## src/common/operand_decode_pkg.sv

```systemverilog
/* Shared constants of the operand field decoder.
   Assumes 24-bit instruction words and a 32-bit APB bus. */
package operand_decode_pkg;

  // --------------------
  // instruction word layout
  // --------------------
  localparam int INSTR_W      = 24;
  localparam int OPC_MSB      = 23;
  localparam int OPC_LSB      = 16;
  localparam int SIZE_MSB     = 15;
  localparam int SIZE_LSB     = 14;
  localparam int FILE_DEFAULT_WORK_REGISTER    = 13;
  localparam int FILE_MSB     = 12;
  localparam int TEN_BIT_IMMEDIATE_MSB    = 13;
  localparam int TEN_BIT_IMMEDIATE_LSB    = 4;
  localparam int BITPOS_MSB   = 15;
  localparam int BITPOS_LSB   = 12;
  localparam int PAIR_MSB     = 15;
  localparam int PAIR_LSB     = 13;
  localparam int XPF_MSB      = 12;
  localparam int XPF_LSB      = 9;
  localparam int XDST_MSB     = 8;
  localparam int XDST_LSB     = 7;
  localparam int YPF_MSB      = 6;
  localparam int YPF_LSB      = 3;
  localparam int YDST_MSB     = 2;
  localparam int YDST_LSB     = 1;
  localparam int AWB_MODE     = 0;
  localparam int SECOND_HI_W  = 7;

  // --------------------
  // opcodes
  // --------------------
  localparam logic [7:0] OP_NOP   = 8'h00;
  localparam logic [7:0] OP_FILE  = 8'h10;
  localparam logic [7:0] OP_TEN_BIT_IMMEDIATE = 8'h20;
  localparam logic [7:0] OP_BIT   = 8'h30;
  localparam logic [7:0] OP_REG3  = 8'h40;
  localparam logic [7:0] OP_DIV   = 8'h50;
  localparam logic [7:0] OP_GOTO  = 8'h60;
  localparam logic [5:0] OP_MAC6  = 6'h30;
  localparam logic [5:0] OP_SQR6  = 6'h31;

  // --------------------
  // operand encodings
  // --------------------
  localparam logic [1:0]  SZ_WORD     = 2'h0;
  localparam logic [1:0]  SZ_BYTE     = 2'h1;
  localparam logic [1:0]  SZ_DOUBLE   = 2'h2;
  localparam logic [9:0]  TEN_BIT_IMMEDIATE_BYTE_MAX = 10'h0FF;
  localparam logic [12:0] FILE_ADDR_MAX  = 13'h1FFF;
  localparam logic [3:0]  DEFAULT_WORK_REGISTER_DEFAULT   = 4'h0;
  localparam logic [3:0]  WB_REG         = 4'hD;
  localparam logic [3:0]  PF_DST_BASE    = 4'h4;
  localparam logic [3:0]  XPF_BASE       = 4'h8;
  localparam logic [3:0]  YPF_BASE       = 4'hA;
  localparam logic [2:0]  PF_MODE_ALT    = 3'h4;

  typedef enum logic [3:0] {
    CLS_NOP, CLS_FILE, CLS_TEN_BIT_IMMEDIATE, CLS_BIT, CLS_REG3,
    CLS_DIV, CLS_GOTO, CLS_MAC, CLS_SQR, CLS_UNKNOWN
  } instr_class_t;

  // --------------------
  // register map and reset values
  // --------------------
  localparam logic [7:0]  CTRL_OFS      = 8'h00;
  localparam logic [7:0]  STATUS_OFS    = 8'h04;
  localparam logic [7:0]  LAST_BAD_OFS  = 8'h08;
  localparam int          CTRL_BLOCK    = 0;
  localparam int          ST_ILLEGAL    = 16;
  localparam logic [0:0]  CTRL_RESET    = 1'h1;
  localparam logic [4:0]  ARITH_RESET   = 5'h00;
  localparam logic [3:0]  DSP_RESET     = 4'h0;

endpackage : operand_decode_pkg

```

## src/hw/multiply_pair_decode.sv

```systemverilog
/*
  Decodes the 3-bit multiply operand field into two working registers,
  for both the distinct-pair and the square forms.
  Assumes the caller says which form the opcode asked for.
*/
`timescale 1ns/1ps
`default_nettype none

module multiply_pair_decode
  import operand_decode_pkg::*;
(
  input  wire logic [2:0] code_in,
  input  wire logic       square_in,
  output logic [3:0]      first_out,
  output logic [3:0]      second_out,
  output logic            illegal_out
);

  // ----------------------------------------------------------------------
  // pair table
  // ----------------------------------------------------------------------
  logic [3:0] pair_a;
  logic [3:0] pair_b;
  logic       pair_bad;

  always_comb begin
    pair_bad = 1'b0;
    case (code_in)
      3'h0: begin pair_a = 4'h4; pair_b = 4'h5; end
      3'h1: begin pair_a = 4'h4; pair_b = 4'h6; end
      3'h2: begin pair_a = 4'h4; pair_b = 4'h7; end
      3'h3: begin pair_a = 4'h5; pair_b = 4'h6; end
      3'h4: begin pair_a = 4'h5; pair_b = 4'h7; end
      3'h5: begin pair_a = 4'h6; pair_b = 4'h7; end
      default: begin
        pair_a   = 4'h4;
        pair_b   = 4'h5;
        pair_bad = 1'b1;
      end
    endcase
  end

  wire logic [3:0] square_reg = PF_DST_BASE + {2'h0, code_in[1:0]};

  assign first_out   = square_in ? square_reg : pair_a;
  assign second_out  = square_in ? square_reg : pair_b;
  assign illegal_out = square_in ? code_in[2] : pair_bad;

endmodule : multiply_pair_decode
`default_nettype wire

```

## src/hw/operand_field_decoder.sv

```systemverilog
/* Operand field decoder: decodes operand fields, keeps status bits, has
   APB registers. Assumes one fetched word per valid cycle. */
`timescale 1ns/1ps
`default_nettype none

// What this block does
// RL1: size suffix decodes byte, word, double; default word
// RL2: accumulator field selects exactly A or B
// RL3: write-back goes to W13 or [W13]+=2 only
// RL4: 4-bit bit field selects one of sixteen bits
// RL5: file addresses span zero through 0x1FFF only
// RL6: immediate max 255 in byte mode, 1023 word
// RL7: program address immediate must be even
// RL8: keep carry, half carry, negative, overflow, sticky zero
// RL9: keep overflow and saturation bits per accumulator
// RL10: multiply pair is one of six W4-W7 pairings
// RL11: square uses one of W4-W7 for both
// RL12: X prefetch via W8/W9 modes, W9+W12, or none
// RL13: Y prefetch via W10/W11 modes, W11+W12, or none
// RL14: X prefetch destination is W4 through W7
// RL15: Y prefetch destination is W4 through W7
// RL16: working register field selects W0 through W15
// RL17: default working register is W0
// RL18: divide takes two directly addressed working registers
// RL19: word is 24 bits with 8-bit opcode
// RL20: second word has zero top byte; alone NOP
// RL21: flag illegal pairings and operand encodings
module operand_field_decoder
  import operand_decode_pkg::*;
#(
  parameter int ADDR_W = 8
) (
  input  wire logic                clk_in,
  input  wire logic                rst_in,
  // instruction words from fetch
  input  wire logic                instr_valid_in,
  input  wire logic [INSTR_W-1:0]  instr_word_in,
  // status updates from the datapath
  input  wire logic [4:0]          arith_flag_we_in,
  input  wire logic [4:0]          arith_flag_in,
  input  wire logic                sticky_zero_in,
  input  wire logic [3:0]          dsp_flag_we_in,
  input  wire logic [3:0]          dsp_flag_in,
  // apb slave
  input  wire logic                psel_in,
  input  wire logic                penable_in,
  input  wire logic                pwrite_in,
  input  wire logic [ADDR_W-1:0]   paddr_in,
  input  wire logic [31:0]         pwdata_in,
  output logic                     pready_out,
  output logic [31:0]              prdata_out,
  output logic                     pslverr_out,
  // decoded selects to the datapath
  output logic                     dec_valid_out,
  output logic                     exec_enable_out,
  output logic                     illegal_out,
  output instr_class_t             instr_class_out,
  output logic [1:0]               op_size_out,
  output logic                     acc_select_out,
  output logic [3:0]               base_register_out,
  output logic [3:0]               source_operand_out,
  output logic [3:0]               destination_operand_out,
  output logic [12:0]              file_addr_out,
  output logic                     default_work_register_out,
  output logic [22:0]              immediate_out,
  output logic [15:0]              bit_mask_out,
  output logic                     x_prefetch_en_out,
  output logic [3:0]               x_prefetch_pointer_out,
  output logic [3:0]               x_prefetch_mod_out,
  output logic                     x_prefetch_indexed_out,
  output logic [3:0]               x_prefetch_dest_out,
  output logic                     y_prefetch_en_out,
  output logic [3:0]               y_prefetch_pointer_out,
  output logic [3:0]               y_prefetch_mod_out,
  output logic                     y_prefetch_indexed_out,
  output logic [3:0]               y_prefetch_dest_out,
  output logic                     writeback_en_out,
  output logic                     writeback_post_inc_out,
  output logic [3:0]               writeback_pointer_out,
  output logic [4:0]               arith_flags_out,
  output logic [3:0]               dsp_flags_out
);

  // --------------------
  // helpers
  // --------------------
  function automatic logic size_bad(input logic [1:0] sz);
    size_bad = (sz != SZ_WORD) && (sz != SZ_BYTE) && (sz != SZ_DOUBLE);
  endfunction : size_bad

  function automatic logic [15:0] one_hot16(input logic [3:0] pos);
    one_hot16 = 16'h0001 << pos;
  endfunction : one_hot16

  typedef enum logic {ST_FIRST, ST_SECOND} word_state_t;

  // --------------------
  // field extraction
  // --------------------
  wire logic [7:0]  opcode   = instr_word_in[OPC_MSB:OPC_LSB]; // RL19
  wire logic [15:0] operand  = instr_word_in[15:0];
  wire logic [1:0]  size_fld = instr_word_in[SIZE_MSB:SIZE_LSB]; // RL1
  wire logic [9:0]  ten_bit_immediate = instr_word_in[TEN_BIT_IMMEDIATE_MSB:TEN_BIT_IMMEDIATE_LSB];
  wire logic [3:0]  bit_position_field = instr_word_in[BITPOS_MSB:BITPOS_LSB];
  wire logic [2:0]  pair_fld = instr_word_in[PAIR_MSB:PAIR_LSB];
  wire logic [3:0]  xpf_fld  = instr_word_in[XPF_MSB:XPF_LSB];
  wire logic [3:0]  ypf_fld  = instr_word_in[YPF_MSB:YPF_LSB];
  wire logic [1:0]  xdst_fld = instr_word_in[XDST_MSB:XDST_LSB];
  wire logic [1:0]  ydst_fld = instr_word_in[YDST_MSB:YDST_LSB];
  wire logic        is_mac   = (opcode[7:2] == OP_MAC6);
  wire logic        is_sqr   = (opcode[7:2] == OP_SQR6);

  // --------------------
  // sub-decoders
  // --------------------
  logic [3:0] mul_first, mul_second;
  logic       mul_bad;

  multiply_pair_decode u_pair (
    .code_in     (pair_fld),
    .square_in   (is_sqr),
    .first_out   (mul_first),
    .second_out  (mul_second),
    .illegal_out (mul_bad)
  ); // RL10 RL11

  logic       xpf_en, xpf_idx, ypf_en, ypf_idx;
  logic [3:0] xpf_ptr, xpf_mod, ypf_ptr, ypf_mod;

  prefetch_mode_decode #(.BASE_REG(XPF_BASE)) u_xpf (
    .code_in      (xpf_fld),
    .enable_out   (xpf_en),
    .pointer_out  (xpf_ptr),
    .modifier_out (xpf_mod),
    .indexed_out  (xpf_idx)
  ); // RL12

  prefetch_mode_decode #(.BASE_REG(YPF_BASE)) u_ypf (
    .code_in      (ypf_fld),
    .enable_out   (ypf_en),
    .pointer_out  (ypf_ptr),
    .modifier_out (ypf_mod),
    .indexed_out  (ypf_idx)
  ); // RL13

  // --------------------
  // class and legality of a first word
  // --------------------
  instr_class_t cls;
  logic         first_bad;

  always_comb begin
    first_bad = 1'b0;
    case (opcode)
      OP_NOP:   cls = CLS_NOP; // RL20
      OP_FILE:  cls = CLS_FILE;
      OP_TEN_BIT_IMMEDIATE: cls = CLS_TEN_BIT_IMMEDIATE;
      OP_BIT:   cls = CLS_BIT;
      OP_REG3:  cls = CLS_REG3;
      OP_DIV:   cls = CLS_DIV;
      OP_GOTO:  cls = CLS_GOTO;
      default:  cls = is_mac ? CLS_MAC : (is_sqr ? CLS_SQR : CLS_UNKNOWN);
    endcase
    case (cls)
      CLS_FILE, CLS_REG3: first_bad = size_bad(size_fld); // RL1
      CLS_TEN_BIT_IMMEDIATE: first_bad = size_bad(size_fld) ||
        (size_fld == SZ_BYTE && ten_bit_immediate > TEN_BIT_IMMEDIATE_BYTE_MAX); // RL6
      CLS_GOTO:  first_bad = operand[0]; // RL7
      CLS_MAC, CLS_SQR: first_bad = mul_bad; // RL21
      CLS_UNKNOWN: first_bad = 1'b1; // RL21
      default:   first_bad = 1'b0;
    endcase
  end

  wire logic sized_cls = (cls == CLS_FILE) || (cls == CLS_TEN_BIT_IMMEDIATE) ||
                         (cls == CLS_REG3);
  wire logic dsp_cls   = (cls == CLS_MAC) || (cls == CLS_SQR);

  // --------------------
  // two-word sequencing
  // --------------------
  word_state_t state_reg;
  word_state_t state_next;
  logic [15:0] low_word_reg;

  wire logic first_take  = instr_valid_in && (state_reg == ST_FIRST);
  wire logic second_take = instr_valid_in && (state_reg == ST_SECOND);
  wire logic second_bad  = (opcode != OP_NOP); // RL20
  wire logic start_long  = first_take && (cls == CLS_GOTO);

  always_comb begin
    case (state_reg)
      ST_FIRST:  state_next = start_long ? ST_SECOND : ST_FIRST;
      ST_SECOND: state_next = instr_valid_in ? ST_FIRST : ST_SECOND;
      default:   state_next = ST_FIRST;
    endcase
  end

  always_ff @(posedge clk_in or posedge rst_in) begin
    if (rst_in) begin
      state_reg    <= ST_FIRST;
      low_word_reg <= 16'h0000;
    end else begin
      state_reg <= state_next;
      if (start_long) begin
        low_word_reg <= operand;
      end
    end
  end

  // --------------------
  // decoded result, next values
  // --------------------
  wire logic emit_next = (first_take && !start_long) || second_take;
  wire logic bad_next  = second_take ? (second_bad || low_word_reg[0])
                                     : first_bad;
  wire logic [1:0] size_next = sized_cls ? size_fld : SZ_WORD; // RL1
  wire logic [3:0] base_next =
    (cls == CLS_DIV) ? operand[7:4] :                     // RL18
    dsp_cls          ? mul_first    : operand[11:8];     // RL16
  wire logic [3:0] src_next =
    dsp_cls ? mul_second : operand[7:4];                  // RL10 RL11
  wire logic [3:0] dst_next =
    (cls == CLS_FILE && operand[FILE_DEFAULT_WORK_REGISTER]) ? DEFAULT_WORK_REGISTER_DEFAULT : // RL17
    operand[3:0];                                            // RL16
  wire logic [12:0] file_next = operand[FILE_MSB:0] & FILE_ADDR_MAX; // RL5
  wire logic [22:0] imm_next =
    second_take ? {operand[SECOND_HI_W-1:0], low_word_reg} : // RL7
    {13'h0000, ten_bit_immediate};
  wire logic [15:0] mask_next = one_hot16(bit_position_field); // RL4

  // --------------------
  // decoded result registers
  // --------------------
  logic [0:0] ctrl_reg;

  always_ff @(posedge clk_in or posedge rst_in) begin
    if (rst_in) begin
      dec_valid_out             <= 1'b0;
      illegal_out               <= 1'b0;
      instr_class_out           <= CLS_NOP;
      op_size_out               <= SZ_WORD;
      acc_select_out            <= 1'b0;
      base_register_out         <= 4'h0;
      source_operand_out        <= 4'h0;
      destination_operand_out   <= 4'h0;
      file_addr_out             <= 13'h0000;
      default_work_register_out <= 1'b0;
      immediate_out             <= 23'h00_0000;
      bit_mask_out              <= 16'h0000;
      x_prefetch_en_out         <= 1'b0;
      x_prefetch_pointer_out    <= 4'h0;
      x_prefetch_mod_out        <= 4'h0;
      x_prefetch_indexed_out    <= 1'b0;
      x_prefetch_dest_out       <= 4'h0;
      y_prefetch_en_out         <= 1'b0;
      y_prefetch_pointer_out    <= 4'h0;
      y_prefetch_mod_out        <= 4'h0;
      y_prefetch_indexed_out    <= 1'b0;
      y_prefetch_dest_out       <= 4'h0;
      writeback_en_out          <= 1'b0;
      writeback_post_inc_out    <= 1'b0;
      writeback_pointer_out     <= 4'h0;
    end else begin
      dec_valid_out <= emit_next;
      if (emit_next) begin
        illegal_out               <= bad_next; // RL21
        instr_class_out           <= second_take ? CLS_GOTO : cls;
        op_size_out               <= size_next;
        acc_select_out            <= opcode[0] && dsp_cls; // RL2
        base_register_out         <= base_next;
        source_operand_out        <= src_next;
        destination_operand_out   <= dst_next;
        file_addr_out             <= file_next;
        default_work_register_out <= (cls == CLS_FILE) && operand[FILE_DEFAULT_WORK_REGISTER];
        immediate_out             <= imm_next;
        bit_mask_out              <= mask_next;
        x_prefetch_en_out         <= xpf_en && dsp_cls; // RL12
        x_prefetch_pointer_out    <= xpf_ptr;
        x_prefetch_mod_out        <= xpf_mod;
        x_prefetch_indexed_out    <= xpf_idx;
        x_prefetch_dest_out       <= PF_DST_BASE + {2'h0, xdst_fld}; // RL14
        y_prefetch_en_out         <= ypf_en && dsp_cls; // RL13
        y_prefetch_pointer_out    <= ypf_ptr;
        y_prefetch_mod_out        <= ypf_mod;
        y_prefetch_indexed_out    <= ypf_idx;
        y_prefetch_dest_out       <= PF_DST_BASE + {2'h0, ydst_fld}; // RL15
        writeback_en_out          <= opcode[1] && (cls == CLS_MAC); // RL3
        writeback_post_inc_out    <= operand[AWB_MODE]; // RL3
        writeback_pointer_out     <= WB_REG; // RL3
      end
    end
  end

  assign exec_enable_out = dec_valid_out &&
                           !(illegal_out && ctrl_reg[CTRL_BLOCK]); // RL21

  // --------------------
  // core and dsp status bits
  // --------------------
  // zero bit in sticky mode can only be cleared, never set
  wire logic zero_next = sticky_zero_in ? (arith_flags_out[4] &&
                         arith_flag_in[4]) : arith_flag_in[4];
  wire logic [4:0] arith_new = {zero_next, arith_flag_in[3:0]};

  always_ff @(posedge clk_in or posedge rst_in) begin
    if (rst_in) begin
      arith_flags_out <= ARITH_RESET;
      dsp_flags_out   <= DSP_RESET;
    end else begin
      arith_flags_out <= (arith_flag_we_in & arith_new) |
                         (~arith_flag_we_in & arith_flags_out); // RL8
      dsp_flags_out   <= (dsp_flag_we_in & dsp_flag_in) |
                         (~dsp_flag_we_in & dsp_flags_out); // RL9
    end
  end

  // --------------------
  // apb registers
  // --------------------
  logic        illegal_seen_reg;
  logic [23:0] last_bad_reg, last_word_reg;

  wire logic setup    = psel_in && !penable_in;
  wire logic access   = psel_in && penable_in;
  wire logic hit_ctrl = (paddr_in == ADDR_W'(CTRL_OFS));
  wire logic hit_stat = (paddr_in == ADDR_W'(STATUS_OFS));
  wire logic hit_last = (paddr_in == ADDR_W'(LAST_BAD_OFS));
  wire logic hit_any  = hit_ctrl || hit_stat || hit_last;
  wire logic wr_ctrl  = access && pwrite_in && hit_ctrl;
  wire logic clr_ill  = access && pwrite_in && hit_stat &&
                        pwdata_in[ST_ILLEGAL];
  wire logic ill_evt  = dec_valid_out && illegal_out;
  wire logic [31:0] status_word = {15'h0000, illegal_seen_reg, 7'h00,
                                   dsp_flags_out, arith_flags_out};
  wire logic [31:0] read_mux =
    hit_ctrl ? {31'h0000_0000, ctrl_reg} :
    hit_stat ? status_word :
    hit_last ? {8'h00, last_bad_reg} : 32'h0000_0000;

  assign pready_out = 1'b1;

  always_ff @(posedge clk_in or posedge rst_in) begin
    if (rst_in) begin
      ctrl_reg         <= CTRL_RESET;
      illegal_seen_reg <= 1'b0;
      last_word_reg    <= 24'h00_0000;
      last_bad_reg     <= 24'h00_0000;
      prdata_out       <= 32'h0000_0000;
      pslverr_out      <= 1'b0;
    end else begin
      if (wr_ctrl) begin
        ctrl_reg <= pwdata_in[CTRL_BLOCK:CTRL_BLOCK];
      end
      // a new illegal event wins over a same-cycle clear
      illegal_seen_reg <= ill_evt || (illegal_seen_reg && !clr_ill);
      if (emit_next) begin
        last_word_reg <= instr_word_in;
      end
      if (ill_evt) begin
        last_bad_reg <= last_word_reg;
      end
      if (setup) begin
        prdata_out  <= pwrite_in ? 32'h0000_0000 : read_mux;
        pslverr_out <= !hit_any;
      end
    end
  end

endmodule : operand_field_decoder
`default_nettype wire

```

## src/hw/prefetch_mode_decode.sv

```systemverilog
/*
  Decodes one 4-bit prefetch address field into pointer register,
  post-access modifier, indexed flag and enable.
  Assumes BASE_REG names the lower of the two usable pointer registers.
*/
`timescale 1ns/1ps
`default_nettype none

module prefetch_mode_decode
  import operand_decode_pkg::*;
#(
  parameter logic [3:0] BASE_REG = XPF_BASE
) (
  input  wire logic [3:0] code_in,
  output logic            enable_out,
  output logic [3:0]      pointer_out,
  output logic [3:0]      modifier_out,
  output logic            indexed_out
);

  // ----------------------------------------------------------------------
  // field split
  // ----------------------------------------------------------------------
  wire logic       upper_reg = code_in[3];
  wire logic [2:0] mode      = code_in[2:0];
  wire logic       alt_mode  = (mode == PF_MODE_ALT);

  // alternate mode is "no prefetch" on the lower pointer and indexed by
  // the index register on the upper one; modifier is twice the mode,
  // which gives +2/+4/+6 and -6/-4/-2 in two's complement
  assign enable_out   = !(alt_mode && !upper_reg);
  assign pointer_out  = BASE_REG + {3'h0, upper_reg};
  assign indexed_out  = alt_mode && upper_reg;
  assign modifier_out = alt_mode ? 4'h0 : {mode, 1'b0};

endmodule : prefetch_mode_decode
`default_nettype wire
```

## config.mk

```make
export PLATFORM = sky130hd
export DESIGN_NAME = operand_field_decoder
export DESIGN_NICKNAME = d
export VERILOG_FILES = /design/src/common/operand_decode_pkg.sv /design/src/hw/multiply_pair_decode.sv /design/src/hw/operand_field_decoder.sv /design/src/hw/prefetch_mode_decode.sv
export SDC_FILE = /design/constraint.sdc
export NUM_CORES = 1
export LEC_CHECK = 0
export BUFFER_PORTS_ARGS = -buffer_cell sky130_fd_sc_hd__buf_4
export CAP_MARGIN = 15
export CORE_MARGIN = 2
export CORE_UTILIZATION = 58
export CTS_BUF_LIST = sky130_fd_sc_hd__clkbuf_2
export DETAILED_ROUTE_END_ITERATION = 10
export GPL_TIMING_DRIVEN = 0
export PLACE_DENSITY = 0.85
export SYNTH_ARGS = -nofsm -noshare
export SYNTH_HDL_FRONTEND = slang
export SYNTH_HIERARCHICAL = 1
export SYNTH_SLANG_ARGS = --single-unit
```

## constraint.sdc

```tcl
create_clock -name clk_in -period 18.4 [get_ports clk_in]
set_input_delay 2.76 -clock clk_in [delete_from_list [all_inputs] [get_ports clk_in]]
set_output_delay 2.76 -clock clk_in [all_outputs]
set_load 0.005 [all_outputs]
```

-- Word-level counts from Yosys, hierarchy flattened
Index checks and enable logic that the tools add are counted.
W data, S select, Z words.
- add/subtract/negate cells: 5
- $lt $le $gt $ge: 1
- equal/unequal tests: 28
- shift-type cells: 1
- multiplexer cells: 28
- bitwise logic cells: 9
- reduce and logical (&&, ||, !) cells: 56
- operators with widths (operator ; number):
    $mux W24 ; 4
    $mux W4 ; 10
    $pmux W4 S7 ; 1
    $logic_and A1 B1 Y1 ; 27
    $eq A8 B7 Y1 const B ; 3
    $mux W23 ; 1
    $eq A4 B3 Y1 const B ; 4
    $eq A8 B6 Y1 const B ; 2
    $logic_not A8 Y1 ; 2
    $shl A1 B4 Y16 const A ; 1
    $add A3 B2 Y4 const A ; 3
    $eq A3 B3 Y1 const B ; 4
    $eq A6 B6 Y1 const B ; 2
    $and A5 B5 Y5 ; 2
    $gt A10 B8 Y1 const B ; 1
    $logic_not A1 Y1 ; 9
    $logic_or A1 B1 Y1 ; 9
    $add A4 B1 Y4 const A ; 2
    $and A4 B4 Y4 ; 2
    $eq A4 B4 Y1 const B ; 2
    $eq A8 B3 Y1 const B ; 1
    $eq A8 B4 Y1 const B ; 1
    $eq A8 B5 Y1 const B ; 1
    $pmux W2 S2 ; 2
    other kinds (22) ; 32
- flip-flop bits (word level): 214

-- Logic depth before layout (Yosys ltp)
- depth in word-level cells: 9
- depth in mapped cells: 10
- mapped depth without buffers: 9

-- Cells and area by module
The synthesis kept the hierarchy.
- by module, submodules not included (module ; times used ; cells an instance ; area each (sq um) ; seq. area each (sq um)):
    operand_field_decoder ; 1 ; 659 ; 7906.3 ; 4605.7
    prefetch_mode_decode ; 2 ; 12 ; 82.6 ; 0.0
    multiply_pair_decode ; 1 ; 18 ; 121.4 ; 0.0

-- Worst setup path before layout
OpenSTA, ideal clock, no wires.
- path kind: input -> register
- start: input instr_word_in[22]
- end: register base_register_out[1]
- arrival: 4.658 ns
- path slack: 13.615 ns
- stages on the path: 10
- path buffers: 1
- cells stage by stage: clkbuf_1 -> nand4bb_1 -> nor2_1 -> and2_1 -> nand2b_4 -> nor2_2 -> a22o_1 -> nor3b_1 -> a211oi_1 -> o31ai_1
- elaborated cells between the ends (all ways): 24
- classes of those cells: eq/ne (12); mux (6); reduce/logical (6)
- RTL lines (item ; line ; RTL):
    start: declaration ; operand_field_decoder.sv:37 ; input wire logic [INSTR_W-1:0] instr_word_in,
    $eq A6 B6 Y1 ; operand_field_decoder.sv:111 ; wire logic is_sqr = (opcode[7:2] == OP_SQR6);
    via is_sqr ; operand_field_decoder.sv:111 ;
    $mux W4 ; multiply_pair_decode.sv:45 ; assign first_out = square_in ? square_reg : pair_a;
    via mul_first[1] ; operand_field_decoder.sv:116 ; logic [3:0] mul_first, mul_second;
    $mux W4 ; operand_field_decoder.sv:220 ; dsp_cls ? mul_first : operand[11:8];
    $mux W4 ; operand_field_decoder.sv:219 ; (cls == CLS_DIV) ? operand[7:4] :
    end signal: assignment ; operand_field_decoder.sv:271 ; base_register_out <= base_next;
    end: declaration ; operand_field_decoder.sv:60 ; output logic [3:0] base_register_out,
The timed path passes the listed nets, and every way through them passes these cells.
A chain may end at the register's enable or synchronous reset.

-- Final worst setup path
Ends and elaborated chain as after synthesis.

==> reports/metrics.cfg <==
[clock_network]
cts_tree = done
cts_resized = 0
cts_sinks = 184
hold_buffers = 0
clk-insertion-delay-late_ns = 0.79
clock_path_buffers = 2
htree_levels = 4
cts-root-buf = clkbuf_2
postCtsSetupBuffers = 0
numCtsBuffers = 17
clk_pin_slew_ns = 0.24

[floorplanning]
rows = 43
core_area_sq_mm = 0.0138
dieWidth_um = 123
design.die.area_sq_mm = 0.0151
start_util_pct = 59.3
die_h_um = 123
io_pins = 241

[final_layout]
drive_gt1_share_pct = 41.2
design_area_sq_mm = 0.0103
nNetsFinal = 1022
area_growth_pct = 25.2

[setup_path]
arrival_ns = 5.13
crit_path_start = instr_word_in[22]
r2r-end = illegal_out
slowest_stage = nor2_1
crit_cells = 10
crit_chain = clkbuf_1 -> nand4bb_1 -> nor2_1 -> and2_1 -> nand2b_4 -> nor2_2 -> a22o_1 -> nor3b_1 -> a211oi_1 -> o31ai_1
crit_type = input port to register
worstReg2RegStart = low_word_reg[0]
crit_end = base_register_out[1]
crit_family = simple AND/OR/NAND/NOR gates
reg2reg_slack_ns = 16.41
max_stage_delay_ns = 0.65
critPathRequiredTime_ns = 19.10
start_kind = input port
crit_buf_inv = 1
r2r_cells = 4
cp_max_fo = 8
end_kind = register

[timing]
setup_tns_ns = 0
drv_slew = 0
finClkSkew_ns = 0.0232
tightest_slew_ns = 0.825
finalHoldViolCount = 0
rsz0062_at_grt = false
period_needed_ns = 4.43
max_freq_ghz = 0.226
fin_crit_sh_pct = 24.1
setup_viol = 0
slew_headroom_pct = 44.5

[global_routing]
grtUsageTotal_pct = 27.7
overflow = 0
grt_antenna_before_repair = 2
grt_pass1_wl_um = 31400
grt_max_degree = 96
grt_pass1_vias = 6036

[synth]
netlist_instances = 701
synth-seq-cells = 184
ys.flop_type = dfrtp_1
ys_seq_area_share_pct = 56.2
yosys.area_share.adder_pct = 0
synthMuxAreaShare_pct = 14.2
synthSimpleGateAreaFrac_pct = 11.0
synth_edf_count = 0
synth-compound-area-share_pct = 10.3
synth_top_family_by_area = multiplexers
synth_area_sq_mm = 0.00819
yosysWarnings = 6
synthArstFlopShare_pct = 100
synthDistinctLibCells = 58
synth_area_per_cell_sq_um = 11.7
synth-xor-area-share_pct = 0.214

[drt]
routedWlPerCell_um = 17.8
route.vias.total = 6244
vias_per_cell = 5.54
firstDrtPassIters = 5
ant_nets = 0
drc = 0
drt-total-wl_um = 20100
first_iter_violations = 528

[placement]
portBuffers = 196
dp_hpwl_um = 14600
globalplace.congestion = 0.924
place_area_sq_mm = 0.00998

[power_and_ir_drop]
p_leak_uw = 0.00498
powerDensity_mw_per_mm2 = 78.6
irDropWorstVdd_v = 0.0000819
finalPower_uw = 806

[status]
outcome = finished clean

[hold_path]
min_path_type = register to register

[flow_run]
drv_cap = 0

worst min-delay path, cell delays in order, from the launching register on:
cell     delay, ns
dfrtp_1       0.39
nand2_1       0.05
nand2_1       0.04
routing by layer:
| layer | GRT usage (%) | part of all wire, % | up-vias |
|---|---|---|---|
| met5 | 0 | 0 | - |
| met4 | 10.3 | 2.2 | 0 |
| met3 | 8.60 | 9.1 | 39 |
| met2 | 43.2 | 48 | 273 |
| met1 | 36.6 | 41 | 3070 |
| li1 | - | - | 2862 |
synth_stat cells (3+ instances only):
cell | number | area share [%]
nand2_1 | 106 | 4.9
clkbuf_1 | 26 | 1.2
nand3_1 | 16 | 0.98
a31oi_1 | 3 | 0.23
a21oi_1 | 7 | 0.43
mux2i_1 | 16 | 2.0
a22oi_1 | 9 | 0.82
a211oi_1 | 4 | 0.37
dfrtp_1 | 183 | 56
o21a_1 | 3 | 0.27
buf_6 | 9 | 1.2
nand3b_1 | 3 | 0.27
nor3b_1 | 4 | 0.37
inv_1 | 5 | 0.23
o21ai_1 | 3 | 0.18
nor4_1 | 3 | 0.23
o31ai_1 | 18 | 1.6
o21ai_0 | 39 | 2.4
mux2_2 | 88 | 12
nand2b_1 | 8 | 0.61
nor3_1 | 5 | 0.31
buf_2 | 6 | 0.37
o41ai_1 | 7 | 0.75
nor2b_1 | 4 | 0.31
buf_4 | 50 | 4.6
conb_1 | 8 | 0.37
a22o_1 | 18 | 1.9
nor2_1 | 13 | 0.60
placed cells by master, fill, tap and decap left out, drive strengths merged, types with 3 or more instances in the layout:
cell | synthesis | layout
clkinv | 0 | 4
inv | 5 | 7
nand3 | 17 | 17
nor3b | 4 | 4
o31ai | 19 | 19
nor2b | 4 | 4
dfrtp | 183 | 183
nand2 | 106 | 106
o41ai | 8 | 8
and2 | 4 | 4
nand2b | 9 | 9
conb | 8 | 24
clkbuf | 26 | 45
nand3b | 3 | 3
a22oi | 9 | 9
nor4 | 3 | 3
nor2 | 14 | 14
nor3 | 5 | 5
mux2i | 16 | 16
bufinv | 0 | 4
or4b | 3 | 3
a21oi | 7 | 7
mux2 | 89 | 89
a22o | 18 | 18
buf | 66 | 263
o21ai | 42 | 42
a211oi | 4 | 4
a31oi | 3 | 3
clkinvlp | 0 | 3
o21a | 3 | 3
through the flow:
stage | std cells | setup slack, ns | util [%] | hold slack, ns
final | 1128 | 13.97 | 74.2 | 0.470
after detailed placement | 1094 | 13.16 | 72.2 | 0.446
after global placement | 1093 | 8.75 | 72.0 | 0.441
after global routing | 1128 | 13.86 | 74.2 | 0.479
after floorplan | 717 | 10.64 | - | 0.433
after CTS | 1126 | 13.96 | 74.2 | 0.484
logic make-up (layout without fill, tap and decap cells):
logic type | count (synthesis) | count (layout)
compound gates | 120 | 120
flops | 184 | 184
other cells | 8 | 26
buf+inv | 97 | 326
xor+xnor | 2 | 2
simple gates | 185 | 185
mux | 105 | 105
where the power goes:
part / internal (uW) / leakage [uW] / switching [uW] / total [uW]
sequential: 436 / 0.00233 / 20.2 / 456
clock: 89.6 / 0.000154 / 136 / 226
combinational: 68.7 / 0.00250 / 55.4 / 124
total: 594 / 0.00498 / 212 / 806
worst min-delay path by stage:
stage | from | cells after the start | slack [ns] | end
2_1_floorplan | low_word_reg[10] | 2 | 0.43 | immediate_out[10]
3_3_place_gp | low_word_reg[13] | 2 | 0.44 | immediate_out[13]
3_5_place_dp | low_word_reg[10] | 2 | 0.45 | immediate_out[10]
4_1_cts | low_word_reg[12] | 2 | 0.48 | immediate_out[12]
5_1_grt | low_word_reg[13] | 2 | 0.48 | immediate_out[13]
6_report | low_word_reg[10] | 2 | 0.47 | immediate_out[10]
cell type report:
type / count / area, sq um
Antenna cell: 2 / 5.00
Clock inverter: 13 / 176
Buffer: 92 / 608
Timing Repair Buffer: 197 / 1500
Multi-Input combinational cell: 436 / 3020
Sequential cell: 184 / 4610
Clock buffer: 19 / 95.1
Fill cell: 985 / 3570
Tap cell: 180 / 225
Inverter: 5 / 26.3
Note: power is estimated with default switching activity, not from simulation.
